<file path="config.mk">
export PLATFORM = sky130hd
export DESIGN_NAME = sso_top
export DESIGN_NICKNAME = d
export VERILOG_FILES = /design/src/hdl/sso_pkg.sv /design/src/hdl/sso_pulse_meas.sv /design/src/hdl/sso_top.sv
export SDC_FILE = /design/constraint.sdc
export NUM_CORES = 1
export LEC_CHECK = 0
export BUFFER_PORTS_ARGS = -buffer_cell sky130_fd_sc_hd__buf_2
export CORE_UTILIZATION = 43
export DETAILED_ROUTE_END_ITERATION = 8
export HOLD_SLACK_MARGIN = 0.03
export PLACE_DENSITY_LB_ADDON = 0.3
export SYNTH_ARGS = -nofsm -noshare
export SYNTH_HDL_FRONTEND = slang
export SYNTH_SLANG_ARGS = --single-unit
</file>
<file path="constraint.sdc">
create_clock -name aclk -period 3.7 [get_ports aclk]
set_clock_uncertainty 0.05 [all_clocks]
set_input_delay 0.185 -clock aclk [delete_from_list [all_inputs] [get_ports aclk]]
set_output_delay 0.185 -clock aclk [all_outputs]
set_load 0.02 [all_outputs]
</file>
<file path="src/hdl/sso_pkg.sv">
/*
 * Constants for the shared-bus SENT option logic: register indices, field
 * positions, reset values and tick timing.
 * Assumes a 100 MHz aclk and a register bus with 32-bit words.
 */
// Notes on behaviour
// - Slot marking enabled: drive bus high after each addressing pulse, length set by sensor id.
// - Slot marking disabled: never drive slot-marking highs after addressing pulses.
// - Zero-slot sampling enabled: sample and hold angle whenever slot counter resets to zero.
// - Zero-slot sampling disabled: slot counter reaching zero causes no sampling.
// - Threshold adjust acts only in long shared-bus mode (mode 7), adding 0 to 3 ticks.
// - Adjust field 00/01/10/11 gives minimum function pulse of 9/10/11/12 ticks.
// - Sample addressing on: sample pulses address, and apart from zero-slot sampling only a correctly addressed sensor samples.
package sso_pkg;
    // Register indices; byte address is four times the index
    localparam logic [5:0] REG_CFG_IDX = 6'h19;
    localparam logic [5:0] REG_SHARED_IDX = 6'h1B;
    localparam logic [5:0] REG_MODE_IDX = 6'h1C;
    localparam logic [5:0] REG_STAT_IDX = 6'h1D;

    // Configuration, shared and status word fields
    localparam int CFG_MARK_EN_BIT = 15;
    localparam int CFG_ZERO_EN_BIT = 2;
    localparam int CFG_ADDR_EN_BIT = 0;
    localparam int CFG_SID_LSB = 8;
    localparam int CFG_MAXID_LSB = 24;
    localparam int SHARED_ADJUST_LSB = 24;
    localparam int STAT_SLOT_LSB = 16;
    localparam int STAT_MARK_BIT = 20;

    localparam logic [31:0] CFG_RST = 32'h0000_0000;
    localparam logic [31:0] SHARED_RST = 32'h0000_0000;
    localparam logic [2:0] MODE_RST = 3'h0;
    localparam logic [31:0] CFG_WMASK = 32'h0300_8305;
    localparam logic [31:0] SHARED_WMASK = 32'h0300_0000;

    localparam logic [2:0] MODE_LONG_SHARED = 3'h7;

    // Pulse classification in ticks
    localparam logic [7:0] FP_BASE_TICKS = 8'h09;
    localparam logic [7:0] SAMPLE_MAX_TICKS = 8'h0F;
    localparam int SLOT_MARK_TICKS = 4;

    // Tick timing
    localparam int CLK_PERIOD_NS = 10;
    localparam int TICK_NS = 3000;
    localparam int TICK_CYCLES = (TICK_NS + CLK_PERIOD_NS - 1) / CLK_PERIOD_NS;

    localparam logic [1:0] RESP_OKAY = 2'h0;
    localparam logic [1:0] RESP_SLVERR = 2'h2;
endpackage : sso_pkg

</file>
<file path="src/hdl/sso_pulse_meas.sv">
/*
 * Measures each low pulse on the shared line in ticks and reports its width
 * at the rising edge that ends it.
 * Assumes the line input is already synchronous to aclk.
 */
module sso_pulse_meas
    import sso_pkg::*;
(
    // Clock and reset
    input wire logic aclk,
    input wire logic aresetn,
    input wire logic ce,
    // Line and tick
    input wire logic tick,
    input wire logic line_in,
    // Result
    output logic done,
    output logic [7:0] width_r
);
    logic prev_r;
    logic [7:0] cnt_r;

    always_ff @(posedge aclk) begin
        if (!aresetn) begin
            prev_r <= 1'b1;
            cnt_r <= 8'h00;
            done <= 1'b0;
            width_r <= 8'h00;
        end else if (ce) begin
            prev_r <= line_in;
            done <= 1'b0;
            if (!line_in && prev_r) begin
                // A tick on the falling edge counts, so a whole-tick pulse keeps its full width
                cnt_r <= tick ? 8'h01 : 8'h00;
            end else if (!line_in && tick && cnt_r != 8'hFF) begin
                // Saturate so long idle-low periods never alias to short pulses
                cnt_r <= cnt_r + 8'h01;
            end
            if (line_in && !prev_r) begin
                done <= 1'b1;
                width_r <= cnt_r;
            end
        end
    end
endmodule : sso_pulse_meas

</file>
<file path="src/hdl/sso_top.sv">
/*
 * Shared-bus SENT options: function pulse recognition with adjustable minimum,
 * slot counter, addressed and zero-slot sample-and-hold, slot marking, and an
 * AXI4-Lite register slave.
 * Assumes all inputs are synchronous to aclk; the bus wire is resolved outside.
 */
module sso_top
    import sso_pkg::*;
#(
    parameter int ANGLE_W = 12,
    parameter int TICK_DIV = TICK_CYCLES
) (
    // Clock, reset, enable
    input wire logic aclk,
    input wire logic aresetn,
    input wire logic ce,
    // AXI4-Lite write
    input wire logic [7:0] awaddr,
    input wire logic awvalid,
    output logic awready,
    input wire logic [31:0] wdata,
    input wire logic [3:0] wstrb,
    input wire logic wvalid,
    output logic wready,
    output logic [1:0] bresp,
    output logic bvalid,
    input wire logic bready,
    // AXI4-Lite read
    input wire logic [7:0] araddr,
    input wire logic arvalid,
    output logic arready,
    output logic [31:0] rdata,
    output logic [1:0] rresp,
    output logic rvalid,
    input wire logic rready,
    // Shared SENT line
    input wire logic sent_in,
    output logic sent_out,
    output logic sent_oe,
    // Angle path
    input wire logic [ANGLE_W-1:0] angle_in,
    output logic [ANGLE_W-1:0] angle_held_r,
    output logic sample_pulse
);
    logic [31:0] cfg_r;
    logic [31:0] shared_r;
    logic [2:0] mode_r;
    logic [15:0] tick_cnt_r;
    logic tick;
    logic meas_done;
    logic [7:0] meas_width;
    logic [7:0] min_width;
    logic is_func, is_sample, is_sync, addressing, slot_zero_ev, sample_ev;
    logic [1:0] slot_cnt_r;
    logic [1:0] sensor_id, max_id, thr_adj;
    logic mark_en, zero_en, addr_en, long_mode;
    logic [15:0] mark_cnt_r;
    logic mark_active;
    logic aw_got_r, w_got_r;
    logic [5:0] aw_idx_r;
    logic [31:0] w_data_r;
    logic [3:0] w_strb_r;
    logic [31:0] wmask;

    assign mark_en = cfg_r[CFG_MARK_EN_BIT];
    assign zero_en = cfg_r[CFG_ZERO_EN_BIT];
    assign addr_en = cfg_r[CFG_ADDR_EN_BIT];
    assign sensor_id = cfg_r[CFG_SID_LSB +: 2];
    assign max_id = cfg_r[CFG_MAXID_LSB +: 2];
    assign thr_adj = shared_r[SHARED_ADJUST_LSB +: 2];
    assign long_mode = (mode_r == MODE_LONG_SHARED);

    // Tick generator
    assign tick = (tick_cnt_r == 16'(TICK_DIV - 1));
    always_ff @(posedge aclk) begin
        if (!aresetn) begin
            tick_cnt_r <= 16'h0000;
        end else if (ce) begin
            tick_cnt_r <= tick ? 16'h0000 : tick_cnt_r + 16'h0001;
        end
    end

    sso_pulse_meas u_meas (
        .aclk(aclk),
        .aresetn(aresetn),
        .ce(ce),
        .tick(tick),
        .line_in(sent_in),
        .done(meas_done),
        .width_r(meas_width)
    );

    // Adjustment only raises the floor in long mode; other modes keep the base
    assign min_width = long_mode ? FP_BASE_TICKS + {6'h00, thr_adj} : FP_BASE_TICKS;
    assign is_func = meas_done && (meas_width >= min_width);
    assign is_sample = is_func && (meas_width <= SAMPLE_MAX_TICKS);
    assign is_sync = is_func && (meas_width > SAMPLE_MAX_TICKS);
    assign addressing = is_sample && addr_en;
    assign slot_zero_ev = is_sync || (addressing && slot_cnt_r == max_id);
    assign sample_ev = (is_sample && (!addr_en || slot_cnt_r == sensor_id))
        || (zero_en && slot_zero_ev);
    assign sample_pulse = ce && sample_ev;

    always_ff @(posedge aclk) begin
        if (!aresetn) begin
            slot_cnt_r <= 2'h0;
        end else if (ce) begin
            if (slot_zero_ev) begin
                slot_cnt_r <= 2'h0;
            end else if (addressing) begin
                slot_cnt_r <= slot_cnt_r + 2'h1;
            end
        end
    end

    always_ff @(posedge aclk) begin
        if (!aresetn) begin
            angle_held_r <= '0;
        end else if (ce && sample_ev) begin
            angle_held_r <= angle_in;
        end
    end

    // Slot marking: later ids hold the line high longer
    assign mark_active = (mark_cnt_r != 16'h0000);
    always_ff @(posedge aclk) begin
        if (!aresetn) begin
            mark_cnt_r <= 16'h0000;
        end else if (ce) begin
            if (!mark_en) begin
                mark_cnt_r <= 16'h0000;
            end else if (addressing) begin
                mark_cnt_r <= 16'(({14'h0000, sensor_id} + 16'h0001) * SLOT_MARK_TICKS);
            end else if (mark_active && tick) begin
                mark_cnt_r <= mark_cnt_r - 16'h0001;
            end
        end
    end
    assign sent_out = mark_active;
    assign sent_oe = mark_active;

    // AXI4-Lite write path: address and data latched in either order
    assign awready = ce && !aw_got_r && !bvalid;
    assign wready = ce && !w_got_r && !bvalid;
    always_comb begin
        for (int i = 0; i < 4; i++) begin
            wmask[8*i +: 8] = {8{w_strb_r[i]}};
        end
    end

    always_ff @(posedge aclk) begin
        if (!aresetn) begin
            aw_got_r <= 1'b0;
            w_got_r <= 1'b0;
            aw_idx_r <= 6'h00;
            w_data_r <= 32'h0000_0000;
            w_strb_r <= 4'h0;
            bvalid <= 1'b0;
            bresp <= RESP_OKAY;
            cfg_r <= CFG_RST;
            shared_r <= SHARED_RST;
            mode_r <= MODE_RST;
        end else if (ce) begin
            if (awvalid && awready) begin
                aw_got_r <= 1'b1;
                aw_idx_r <= awaddr[7:2];
            end
            if (wvalid && wready) begin
                w_got_r <= 1'b1;
                w_data_r <= wdata;
                w_strb_r <= wstrb;
            end
            if (bvalid && bready) begin
                bvalid <= 1'b0;
            end
            if (aw_got_r && w_got_r && !bvalid) begin
                aw_got_r <= 1'b0;
                w_got_r <= 1'b0;
                bvalid <= 1'b1;
                bresp <= RESP_OKAY;
                unique case (aw_idx_r)
                    REG_CFG_IDX: cfg_r <= (cfg_r & ~(wmask & CFG_WMASK)) | (w_data_r & wmask & CFG_WMASK);
                    REG_SHARED_IDX: shared_r <= (shared_r & ~(wmask & SHARED_WMASK))
                        | (w_data_r & wmask & SHARED_WMASK);
                    REG_MODE_IDX: begin
                        if (w_strb_r[0]) begin
                            mode_r <= w_data_r[2:0];
                        end
                    end
                    REG_STAT_IDX: bresp <= RESP_OKAY;
                    default: bresp <= RESP_SLVERR;
                endcase
            end
        end
    end

    // AXI4-Lite read path
    assign arready = ce && !rvalid;
    always_ff @(posedge aclk) begin
        if (!aresetn) begin
            rvalid <= 1'b0;
            rdata <= 32'h0000_0000;
            rresp <= RESP_OKAY;
        end else if (ce) begin
            if (rvalid && rready) begin
                rvalid <= 1'b0;
            end
            if (arvalid && arready) begin
                rvalid <= 1'b1;
                rresp <= RESP_OKAY;
                rdata <= 32'h0000_0000;
                unique case (araddr[7:2])
                    REG_CFG_IDX: rdata <= cfg_r;
                    REG_SHARED_IDX: rdata <= shared_r;
                    REG_MODE_IDX: rdata <= {29'h0000_0000, mode_r};
                    REG_STAT_IDX: begin
                        rdata[ANGLE_W-1:0] <= angle_held_r;
                        rdata[STAT_SLOT_LSB +: 2] <= slot_cnt_r;
                        rdata[STAT_MARK_BIT] <= mark_active;
                    end
                    default: rresp <= RESP_SLVERR;
                endcase
            end
        end
    end
endmodule : sso_top

</file>
## Word level (Yosys, flattened, before mapping)

Cells that the tools add are included.

| storage, ports and cells | value |
|---|---|
| word-level logic and storage cells | 137 |
| flip-flop bits (word level) | 207 |
| output and inout bits | 56 |
| input bits | 73 |

| cells by class | value |
|---|---|
| equality and inequality tests | 14 |
| reductions and logical operators | 59 |
| multiplexer cells | 27 |
| bitwise gates (word level) | 7 |
| $add $sub $neg | 6 |
| magnitude comparators | 3 |

Operators with widths:

| kind | count |
|---|---|
| bitwise AND 32 bit | 2 |
| 2-to-1 mux 16 bit | 4 |
| NOT 26 -> 32 bit | 2 |
| OR 32 x 26 -> 32 bit | 2 |
| == test 6 x 5 -> 1 bit, second input constant | 8 |
| case mux 12 bit (4 select lines) | 1 |
| bitwise AND 26 bit | 1 |
| logical AND 1 bit | 25 |
| AND reduction 2 bit | 12 |
| case mux 11 bit (2 select lines) | 1 |
| adder 16 x 1 -> 16 bit, second input constant | 1 |
| == test 16 x 9 -> 1 bit, second input constant | 1 |
| 2-to-1 mux 8 bit | 2 |
| nonzero test 16 bit | 1 |
| subtractor 16 x 1 -> 16 bit, second input constant | 1 |
| nonzero test 2 bit | 6 |
| 2-to-1 mux 1 bit | 10 |
| adder 8 x 1 -> 8 bit, second input constant | 1 |
| greater-or-equal comparator 8 x 5 -> 1 bit | 1 |
| > comparator 8 x 4 -> 1 bit, second input constant | 1 |
| less-or-equal comparator 8 x 4 -> 1 bit, second input constant | 1 |
| 2-to-1 mux 2 bit | 4 |
| != test 8 bit, second input constant | 1 |
| case mux 4 bit (2 select lines) | 1 |
| other kinds (15) | 26 |

## Longest topological paths before layout

Gate-level depths: netlist (run 1).

| depth | value |
|---|---|
| depth in word-level cells | 11 |
| mapped depth | 10 |

## Cells and area by module

Synthesis (run 1) repeated with hierarchy kept, for this count alone.

| unflattened totals | value |
|---|---|
| cells, all modules | 626 |
| area, all modules | 5417.7 sq um |

Modules (own cells, without submodules):

| module | area each (sq um) | cells each | instances |
|---|---|---|---|
| sso_top | 4549.4 | 535 | 1 |
| sso_pulse_meas | 868.3 | 91 | 1 |

## Worst setup path before layout (run 1)

OpenSTA, ideal clock, no wires.

| timing path | value |
|---|---|
| path kind | register -> output |
| start point | register mode_r[1] |
| end point | output sample_pulse |
| setup slack | 1071 ps |
| arrival | 2394 ps |
| required time | 3465 ps |
| cell stages (with the launch flop) | 10 |
| cell sequence | dfxtp_1 -> and3_1 -> nand2_1 -> ha_1 -> nand2b_1 -> a211oi_2 -> o31ai_1 -> a41oi_1 -> clkbuf_1 -> inv_1 |

| between the ends | value |
|---|---|
| cells in the longest elaborated chain, start to end | 11 |
| elaborated cells on any way between the ends | 13 |
| classes of those cells | 1 x order compare; 1 x eq/ne; 1 x mux; 10 x reduce/logical |

RTL lines:

| item | RTL line | source |
|---|---|---|
| start, declared | sso_top.sv:47 | `logic [2:0] mode_r;` |
| start signal, assigned | sso_top.sv:187 | `mode_r <= w_data_r[2:0];` |
| == test 3 bit (*) | sso_top.sv:71 | `assign long_mode = (mode_r == MODE_LONG_SHARED);` |
| 2-to-1 mux 5 bit (*) | sso_top.sv:94 | `assign min_width = long_mode ? FP_BASE_TICKS + {6'h00, thr_adj} : FP_BASE_TICKS;` |
| greater-or-equal comparator 8 x 5 -> 1 bit (*) | sso_top.sv:95 | `assign is_func = meas_done && (meas_width >= min_width);` |
| logical AND 1 bit (*) | sso_top.sv:95 |  |
| logical AND 1 bit | sso_top.sv:96 | `assign is_sample = is_func && (meas_width <= SAMPLE_MAX_TICKS);` |
| logical AND 1 bit | sso_top.sv:98 | `assign addressing = is_sample && addr_en;` |
| logical AND 1 bit | sso_top.sv:99 | `assign slot_zero_ev = is_sync \|\| (addressing && slot_cnt_r == max_id);` |
| logical OR 1 bit | sso_top.sv:99 |  |
| logical AND 1 bit | sso_top.sv:101 | `\|\| (zero_en && slot_zero_ev);` |
| logical OR 1 bit (*) | sso_top.sv:101 |  |
| logical AND 1 bit (*) | sso_top.sv:102 | `assign sample_pulse = ce && sample_ev;` |
| end, declared | sso_top.sv:43 | `output logic sample_pulse` |

Every way passes the cells marked *; elsewhere a longest branch is shown, timed or not.

## Worst setup path in the final report (run 1)

Same ends and word-level chain as after synthesis.

==> impl_metrics.json, run 1 <==
{
  "outcome": "finished, final reports clean",
  "setup.worst_path.start": "mode_r[1]",
  "grt_pass1_wl_um": 20200,
  "timing.critical_path.slowest_stage_cell": "a41oi_2",
  "antenna_cells": 0,
  "post_cts.resized_instances": 0,
  "mostFrequentLayoutCells": "dfxtp_1, nor2_1, buf_2, nand2_1, a21oi_1",
  "synthesis.area_sq_um": 5330,
  "routed-wl-met2_um": 5900,
  "peakVddDrop_uv": 229,
  "dr.max_layer_used": "met4",
  "synth-main-ff-cell": "dfxtp_1",
  "asyncSetResetFlopFracSynth": 0,
  "critical_path.reg2reg.startpoint": "mode_r[1]",
  "clock-sinks": 117,
  "regToRegSetupSlack_ns": 0.88,
  "cp_num_buf_inv": 2,
  "die_x_um": 113,
  "r2r-end": "angle_held_r[2]",
  "synth-seq-area-share": 0.440,
  "count_of_flip_flops_with_a_built_in_enable_after_synthesis": 0,
  "initial_utilization": 0.442,
  "post-route-util": 0.556,
  "post_cts_buffers": 0,
  "wirelength_um": 12200,
  "clock_latency_ns": 0.41,
  "synth_seq_cells": 117,
  "numCtsBuffers": 17,
  "hpwl_dp_um": 8350,
  "worstSetupEndpoint": "sample_pulse",
  "met3RoutedLength_um": 497,
  "final_count_of_negative_setup_slack_endpoints": 0,
  "critical_path.endpoint_type": "primary output",
  "floorplan.die.height_um": 113,
  "coreArea_sq_um": 12100,
  "grt_pass1_vias": 4371,
  "cts-hold-fix-buffers": 32,
  "worst_r2r_path_depth": 9,
  "critical_path_peak_fanout": 12,
  "critPathLaunchType": "flip-flop",
  "layout.cells.most_common": "dfxtp_1",
  "initialDrtViolationCount": 186,
  "cts_max_path_buffers": 2,
  "ys_types": 53,
  "cell_types_with_the_largest_area_share_after_synthesis": "dfxtp_1, nor2_1, nand2_1",
  "critical_path_required_ns": 3.46,
  "post-route-cell-area_sq_um": 6710,
  "post_route_cells_drive_above_1_share": 0.186,
  "worstSetupPathType": "reg2out",
  "route.layer.met1.wl_um": 5620,
  "area_share_of_the_largest_cell_type_after_synthesis": 0.440,
  "arrival_ns": 2.95,
  "cp_cell_sequence": "and3_1 -> nand2_1 -> ha_1 -> o211ai_1 -> o31ai_1 -> a41oi_2 -> inv_1 -> buf_2",
  "power_density_nw_per_um2": 465,
  "cp_top_family": "compound AO/OA/AOI/OAI gates",
  "grt_start_max_net_pins": 36,
  "drt-pass1-iter-count": 5,
  "globalplace.congestion": 0.820,
  "post_drt_via_cell_ratio": 5.12,
  "grt_setup_unrepaired": "false",
  "antenna_violations_before_repair": 0,
  "cts_tree": "built",
  "fmax_mhz": 314,
  "placedInstanceArea_sq_um": 5810,
  "power_mw": 3.12,
  "register_clock_pin_slew_on_the_reported_worst_setup_and_hold_paths_ns": 0.05,
  "timing.final.max_slew_violations": 0,
  "die-area_sq_um": 12800,
  "report.final.hold_viol_count": 0,
  "row_count": 40,
  "layout_worst_path_cycle_share": 0.861,
  "postSynthCellCount": 631,
  "hold_class": "in2reg",
  "fin_tns_setup_ns": 0,
  "port-buffer-count": 83,
  "finish.net_count": 821,
  "remaining_design_rule_violation_count": 0,
  "routed_wl_per_cell_um": 13.3,
  "synth_largest_area_cell": "dfxtp_1",
  "area.growth.synth_to_final_pct": 25.9,
  "ant_nets": 0,
  "synth.yosys.warnings": 0,
  "grt_total_ovfl": 0,
  "gr-usage-all-layers": 0.200,
  "timing_worst_slew_pin_value_ns": 0.898,
  "timing.critical_path.depth": 8,
  "synth_area_per_cell_sq_um": 8.44,
  "p_leak_nw": 2.74,
  "routed-via-count": 4709,
  "clk_root_buffer_cell": "clkbuf_16",
  "clock_period_minus_final_worst_setup_slack_ns": 3.19,
  "max-slew-margin-rel": 0.393,
  "slowest_delay_ns": 0.59,
  "pin_count": 129,
  "maxCapViolations": 0,
  "clock_tree.htree_level_count": 4
}
## cell families after synthesis
group | Yosys count | synth area share
AOI/OAI and AO/OA | 105 | 0.123
xor gates and xnor gates | 34 | 0.0559
adders and majority gates | 8 | 0.0188
buffers and inverters | 57 | 0.0550
DFF | 117 | 0.440
muxes | 25 | 0.0486
other | 1 | 0.000704
and+or+nand+nor | 284 | 0.259
## layout make-up
| type | instances | area, sq um |
|---|---|---|
| multi-input combinational | 472 | 2760 |
| fill | 1075 | 5350 |
| sequential | 117 | 2340 |
| clock inverter | 9 | 104 |
| clock buffer | 21 | 470 |
| inverter | 10 | 37.5 |
| timing repair buffer | 122 | 788 |
| tap | 168 | 210 |
## power breakdown
part           switching [mW]  internal (mW)
clock network           0.551           1.03
logic                   0.136         0.0959
registers              0.0197           1.28
## synth_stat cells, drive strengths merged (2+ instances only)
cell type / count
dfxtp: 117
nor2: 96
nand2: 82
a21oi: 40
nand3: 26
o21ai: 26
clkbuf: 25
buf: 22
xor2: 20
mux2i: 18
a22oi: 17
xnor2: 14
inv: 10
nor3: 9
nor4: 9
nor4b: 9
ha: 8
nand2b: 8
and3: 7
mux2: 7
o31ai: 7
and2: 6
nand3b: 5
nand4: 5
or4: 5
o211ai: 4
nor3b: 3
or2: 3
or3: 3
a31oi: 2
a32oi: 2
and4: 2
nor2b: 2
## worst reg2reg max path: stages (launching register included)
cell and delay [ns]:
dfxtp_1 0.40, and3_1 0.23, nand2_1 0.07, ha_1 0.28
o211ai_1 0.55, o31ai_1 0.16, a41oi_2 0.59, buf_4 0.26
nand3_1 0.07, o21ai_0 0.09
## layer usage
metal	up-vias	global-route usage
met5	-	0
met4	0	0.0825
met3	19	0.0573
met2	124	0.336
met1	2191	0.240
li1	2375	-
## how the worst min path moves through the flow
| stage | cells after the start | slack, ns | startpoint | to |
|---|---|---|---|---|
| 2_1_floorplan | 1 | 0.23 | araddr[3] | rresp[1] |
| 3_3_place_gp | 3 | 0.37 | awaddr[4] | aw_idx_r[2] |
| 3_5_place_dp | 3 | 0.38 | awaddr[5] | aw_idx_r[3] |
| 4_1_cts | 3 | 0.06 | araddr[4] | rdata[1] |
| 5_1_grt | 3 | 0.1 | araddr[4] | rdata[1] |
| 6_report | 3 | 0.07 | araddr[4] | rdata[1] |
## sequential cells by signal, summed over array words and instances (netlist names), named ones only
| register | cells |
|---|---|
| rresp | 1 |
| rdata | 18 |
| mark_cnt_r | 16 |
| rvalid | 1 |
| tick_cnt_r | 16 |
| u_meas.width_r | 8 |
| u_meas.cnt_r | 8 |
| u_meas.prev_r | 1 |
| w_got_r | 1 |
| bresp | 1 |
| w_strb_r | 3 |
| angle_held_r | 12 |
| w_data_r | 8 |
| aw_idx_r | 6 |
| bvalid | 1 |
| aw_got_r | 1 |
| slot_cnt_r | 2 |
| mode_r | 3 |
| u_meas.done | 1 |
## metrics by stage
stage                     hold slack (ns)  instances  setup slack, ns
after floorplan                     0.226        646             1.07
after global placement              0.372        857            0.967
after detailed placement            0.375        857            0.929
after CTS                          0.0573        919            0.537
after global routing                0.100        919            0.303
final                              0.0743        919            0.514
Note: power is estimated with default switching activity, not from simulation.
==> run 2: changes to the inputs <==
--- a/config.mk
+++ b/config.mk
@@ -12,4 +12,5 @@
 export PLACE_DENSITY_LB_ADDON = 0.3
 export SYNTH_ARGS = -nofsm -noshare
 export SYNTH_HDL_FRONTEND = slang
+export SYNTH_HIERARCHICAL = 1
 export SYNTH_SLANG_ARGS = --single-unit
==> impl_metrics.json, run 2 <==
{
  "p_leak_nw": 2.76,
  "grt_total_ovfl": 0,
  "placed_cells_incl_taps": 847,
  "final_count_of_negative_setup_slack_endpoints": 0,
  "synth_area_per_cell_sq_um": 8.65,
  "cell_types_with_the_largest_area_share_after_synthesis": "dfxtp_1, nand2_1, mux2i_1",
  "post-route-util": 0.556,
  "post_route_cells_drive_above_1_share": 0.182,
  "routed-via-count": 4784,
  "timing.final.max_slew_violations": 0,
  "die_x_um": 114,
  "asyncSetResetFlopFracSynth": 0,
  "grt_pass1_wl_um": 21100,
  "post-synth-top-count-cell": "dfxtp_1",
  "area_share_of_the_largest_cell_type_after_synthesis": 0.432,
  "clock_latency_ns": 0.41,
  "cp_cell_sequence": "and3_1 -> nand2_1 -> ha_1 -> nand2b_1 -> a211oi_1 -> or4b_1 -> a21oi_1 -> a41o_2 -> buf_2",
  "mostFrequentLayoutCells": "dfxtp_1, nand2_1, buf_2, nor2_1, a21oi_1",
  "r2r-end": "mark_cnt_r[11]",
  "critical_path.endpoint_type": "primary output",
  "power_mw": 3.21,
  "grt_start_max_net_pins": 56,
  "largestRegisters": "rdata x18, mark_cnt_r x16, tick_cnt_r x16",
  "cts_max_path_buffers": 2,
  "fmax_mhz": 326,
  "hpwl_dp_um": 8680,
  "hold_start": "ce",
  "critical_path_required_ns": 3.46,
  "floorplan.die.height_um": 114,
  "layout_worst_path_cycle_share": 0.830,
  "cts_tree": "built",
  "initial_utilization": 0.445,
  "count_of_flip_flops_with_a_built_in_enable_after_synthesis": 0,
  "cp_num_buf_inv": 1,
  "hold_class": "in2reg",
  "post_drt_via_cell_ratio": 5.25,
  "grt_pass1_vias": 4500,
  "finish.cell_count_without_fillers": 911,
  "synth.yosys.warnings": 6,
  "register_clock_pin_slew_on_the_reported_worst_setup_and_hold_paths_ns": 0.06,
  "synth-main-ff-cell": "dfxtp_1",
  "synthesis.area_sq_um": 5420,
  "timing_worst_slew_pin_value_ns": 0.981,
  "area.growth.synth_to_final_pct": 24.8,
  "report.final.hold_viol_count": 0,
  "antenna_cells": 0,
  "remaining_design_rule_violation_count": 0,
  "worstSetupPathType": "reg2out",
  "grt_setup_unrepaired": "false",
  "critical_path.reg2reg.startpoint": "mode_r[1]",
  "globalplace.congestion": 0.834,
  "post_synth_most_frequent_cells": "dfxtp_1, nand2_1, nor2_1, a21oi_1, mux2i_1",
  "gr-usage-all-layers": 0.204,
  "cp_top_family": "simple AND/OR/NAND/NOR gates",
  "max-slew-margin-rel": 0.345,
  "power_density_nw_per_um2": 474,
  "arrival_ns": 2.83,
  "critPathLaunchType": "flip-flop",
  "maxCapViolations": 0,
  "post_cts_buffers": 0,
  "port-buffer-count": 83,
  "row_count": 40,
  "ant_nets": 0,
  "clock_period_minus_final_worst_setup_slack_ns": 3.07,
  "critical_path_peak_fanout": 13,
  "synth_seq_cells": 117,
  "largest_register_by_flop_count": "rdata",
  "die-area_sq_um": 13100,
  "synth_largest_area_cell": "dfxtp_1",
  "synth-seq-area-share": 0.432,
  "outcome": "finished, final reports clean",
  "antenna_violations_before_repair": 0,
  "drt-pass1-iter-count": 5,
  "finish.net_count": 811,
  "hold_depth": 4,
  "routed_wl_per_cell_um": 13.9,
  "slowest_delay_ns": 0.53,
  "setup.worst_path.start": "mode_r[1]",
  "layout.cells.most_common": "dfxtp_1",
  "pin_count": 129,
  "num-fill-cells": 1094,
  "max_reg_flops": 18,
  "post-route-cell-area_sq_um": 6760,
  "clk_root_buffer_cell": "clkbuf_16",
  "peakVddDrop_uv": 326,
  "regToRegSetupSlack_ns": 0.90,
  "initialDrtViolationCount": 257,
  "coreArea_sq_um": 12200,
  "clock-sinks": 117,
  "fin_tns_setup_ns": 0,
  "numCtsBuffers": 17,
  "placedInstanceArea_sq_um": 5840,
  "ys_types": 65,
  "clock_tree.htree_level_count": 4,
  "worst_r2r_path_depth": 9,
  "min_delay_worst_endpoint": "bvalid",
  "wirelength_um": 12700,
  "timing.critical_path.slowest_stage_cell": "or4b_1",
  "postSynthCellCount": 626
}
-- run 2: area by class of cell --
| class | count | area [sq um] | area share |
|---|---|---|---|
| multi-input cells | 463 | 2800 | 0.414 |
| inverters | 12 | 45.0 | 0.00666 |
| well taps | 168 | 210 | 0.0311 |
| clock inverters | 12 | 154 | 0.0228 |
| flip-flops and latches | 117 | 2340 | 0.346 |
| repair buffers | 119 | 766 | 0.113 |
| clock buffers | 20 | 447 | 0.0661 |
-- run 2: worst max-delay path by stage --
stage / end / slack [ns] / cells past startpoint
2_1_floorplan: mark_cnt_r[9] / 1.32 / 9
3_3_place_gp: mark_cnt_r[11] / 1.03 / 9
3_5_place_dp: mark_cnt_r[11] / 0.95 / 9
4_1_cts: sample_pulse / 0.62 / 9
5_1_grt: sample_pulse / 0.45 / 9
6_report: sample_pulse / 0.63 / 9
-- run 2: report_power, final --
part	switching [mW]	internal, mW
sequential	0.0221	1.29
clock	0.582	1.07
combinational	0.145	0.0952
-- run 2: worst reg2reg max path: cells and delay by family, from the launching register on --
family | cells | cell delay (ns)
adder cells (fa/ha/maj) | 1 | 0.26
AO/OA/AOI/OAI | 3 | 0.59
AND/OR/NAND/NOR | 5 | 1.46
flip-flops | 1 | 0.36
-- run 2: per-layer routing --
layer  routed length (um)  GRT usage  share of wire
met4                  166     0.0753          0.013
met5                    0          0              0
met3                  516     0.0619          0.041
met1                 5790      0.247           0.46
met2                 6230      0.342           0.49
-- run 2: repair_timing --
action	CTS	global route
hold endpoints to repair	32	0
hold buffers	32	0
gates resized for setup	0	0
-- run 2: logic make-up (layout without fill, tap and decap cells) --
| kind of cell | count (synthesis) | count (layout) | share of synthesized area |
|---|---|---|---|
| AO/OA/AOI/OAI | 98 | 98 | 0.120 |
| XOR/XNOR | 26 | 26 | 0.0420 |
| adder cells (fa/ha/maj) | 8 | 8 | 0.0185 |
| buffers and inverters | 61 | 163 | 0.0619 |
| flip-flops | 117 | 117 | 0.432 |
| multiplexers | 36 | 36 | 0.0672 |
| other | 1 | 16 | 0.000692 |
| AND/OR/NAND/NOR | 279 | 279 | 0.257 |
-- run 2: per-stage QoR --
| stage | setup WS, ns | hold WS, ns |
|---|---|---|
| after floorplan | 1.32 | 0.256 |
| after detailed placement | 0.946 | 0.380 |
| after global placement | 1.03 | 0.372 |
| after global routing | 0.454 | 0.161 |
| final | 0.630 | 0.190 |
| after CTS | 0.621 | 0.147 |
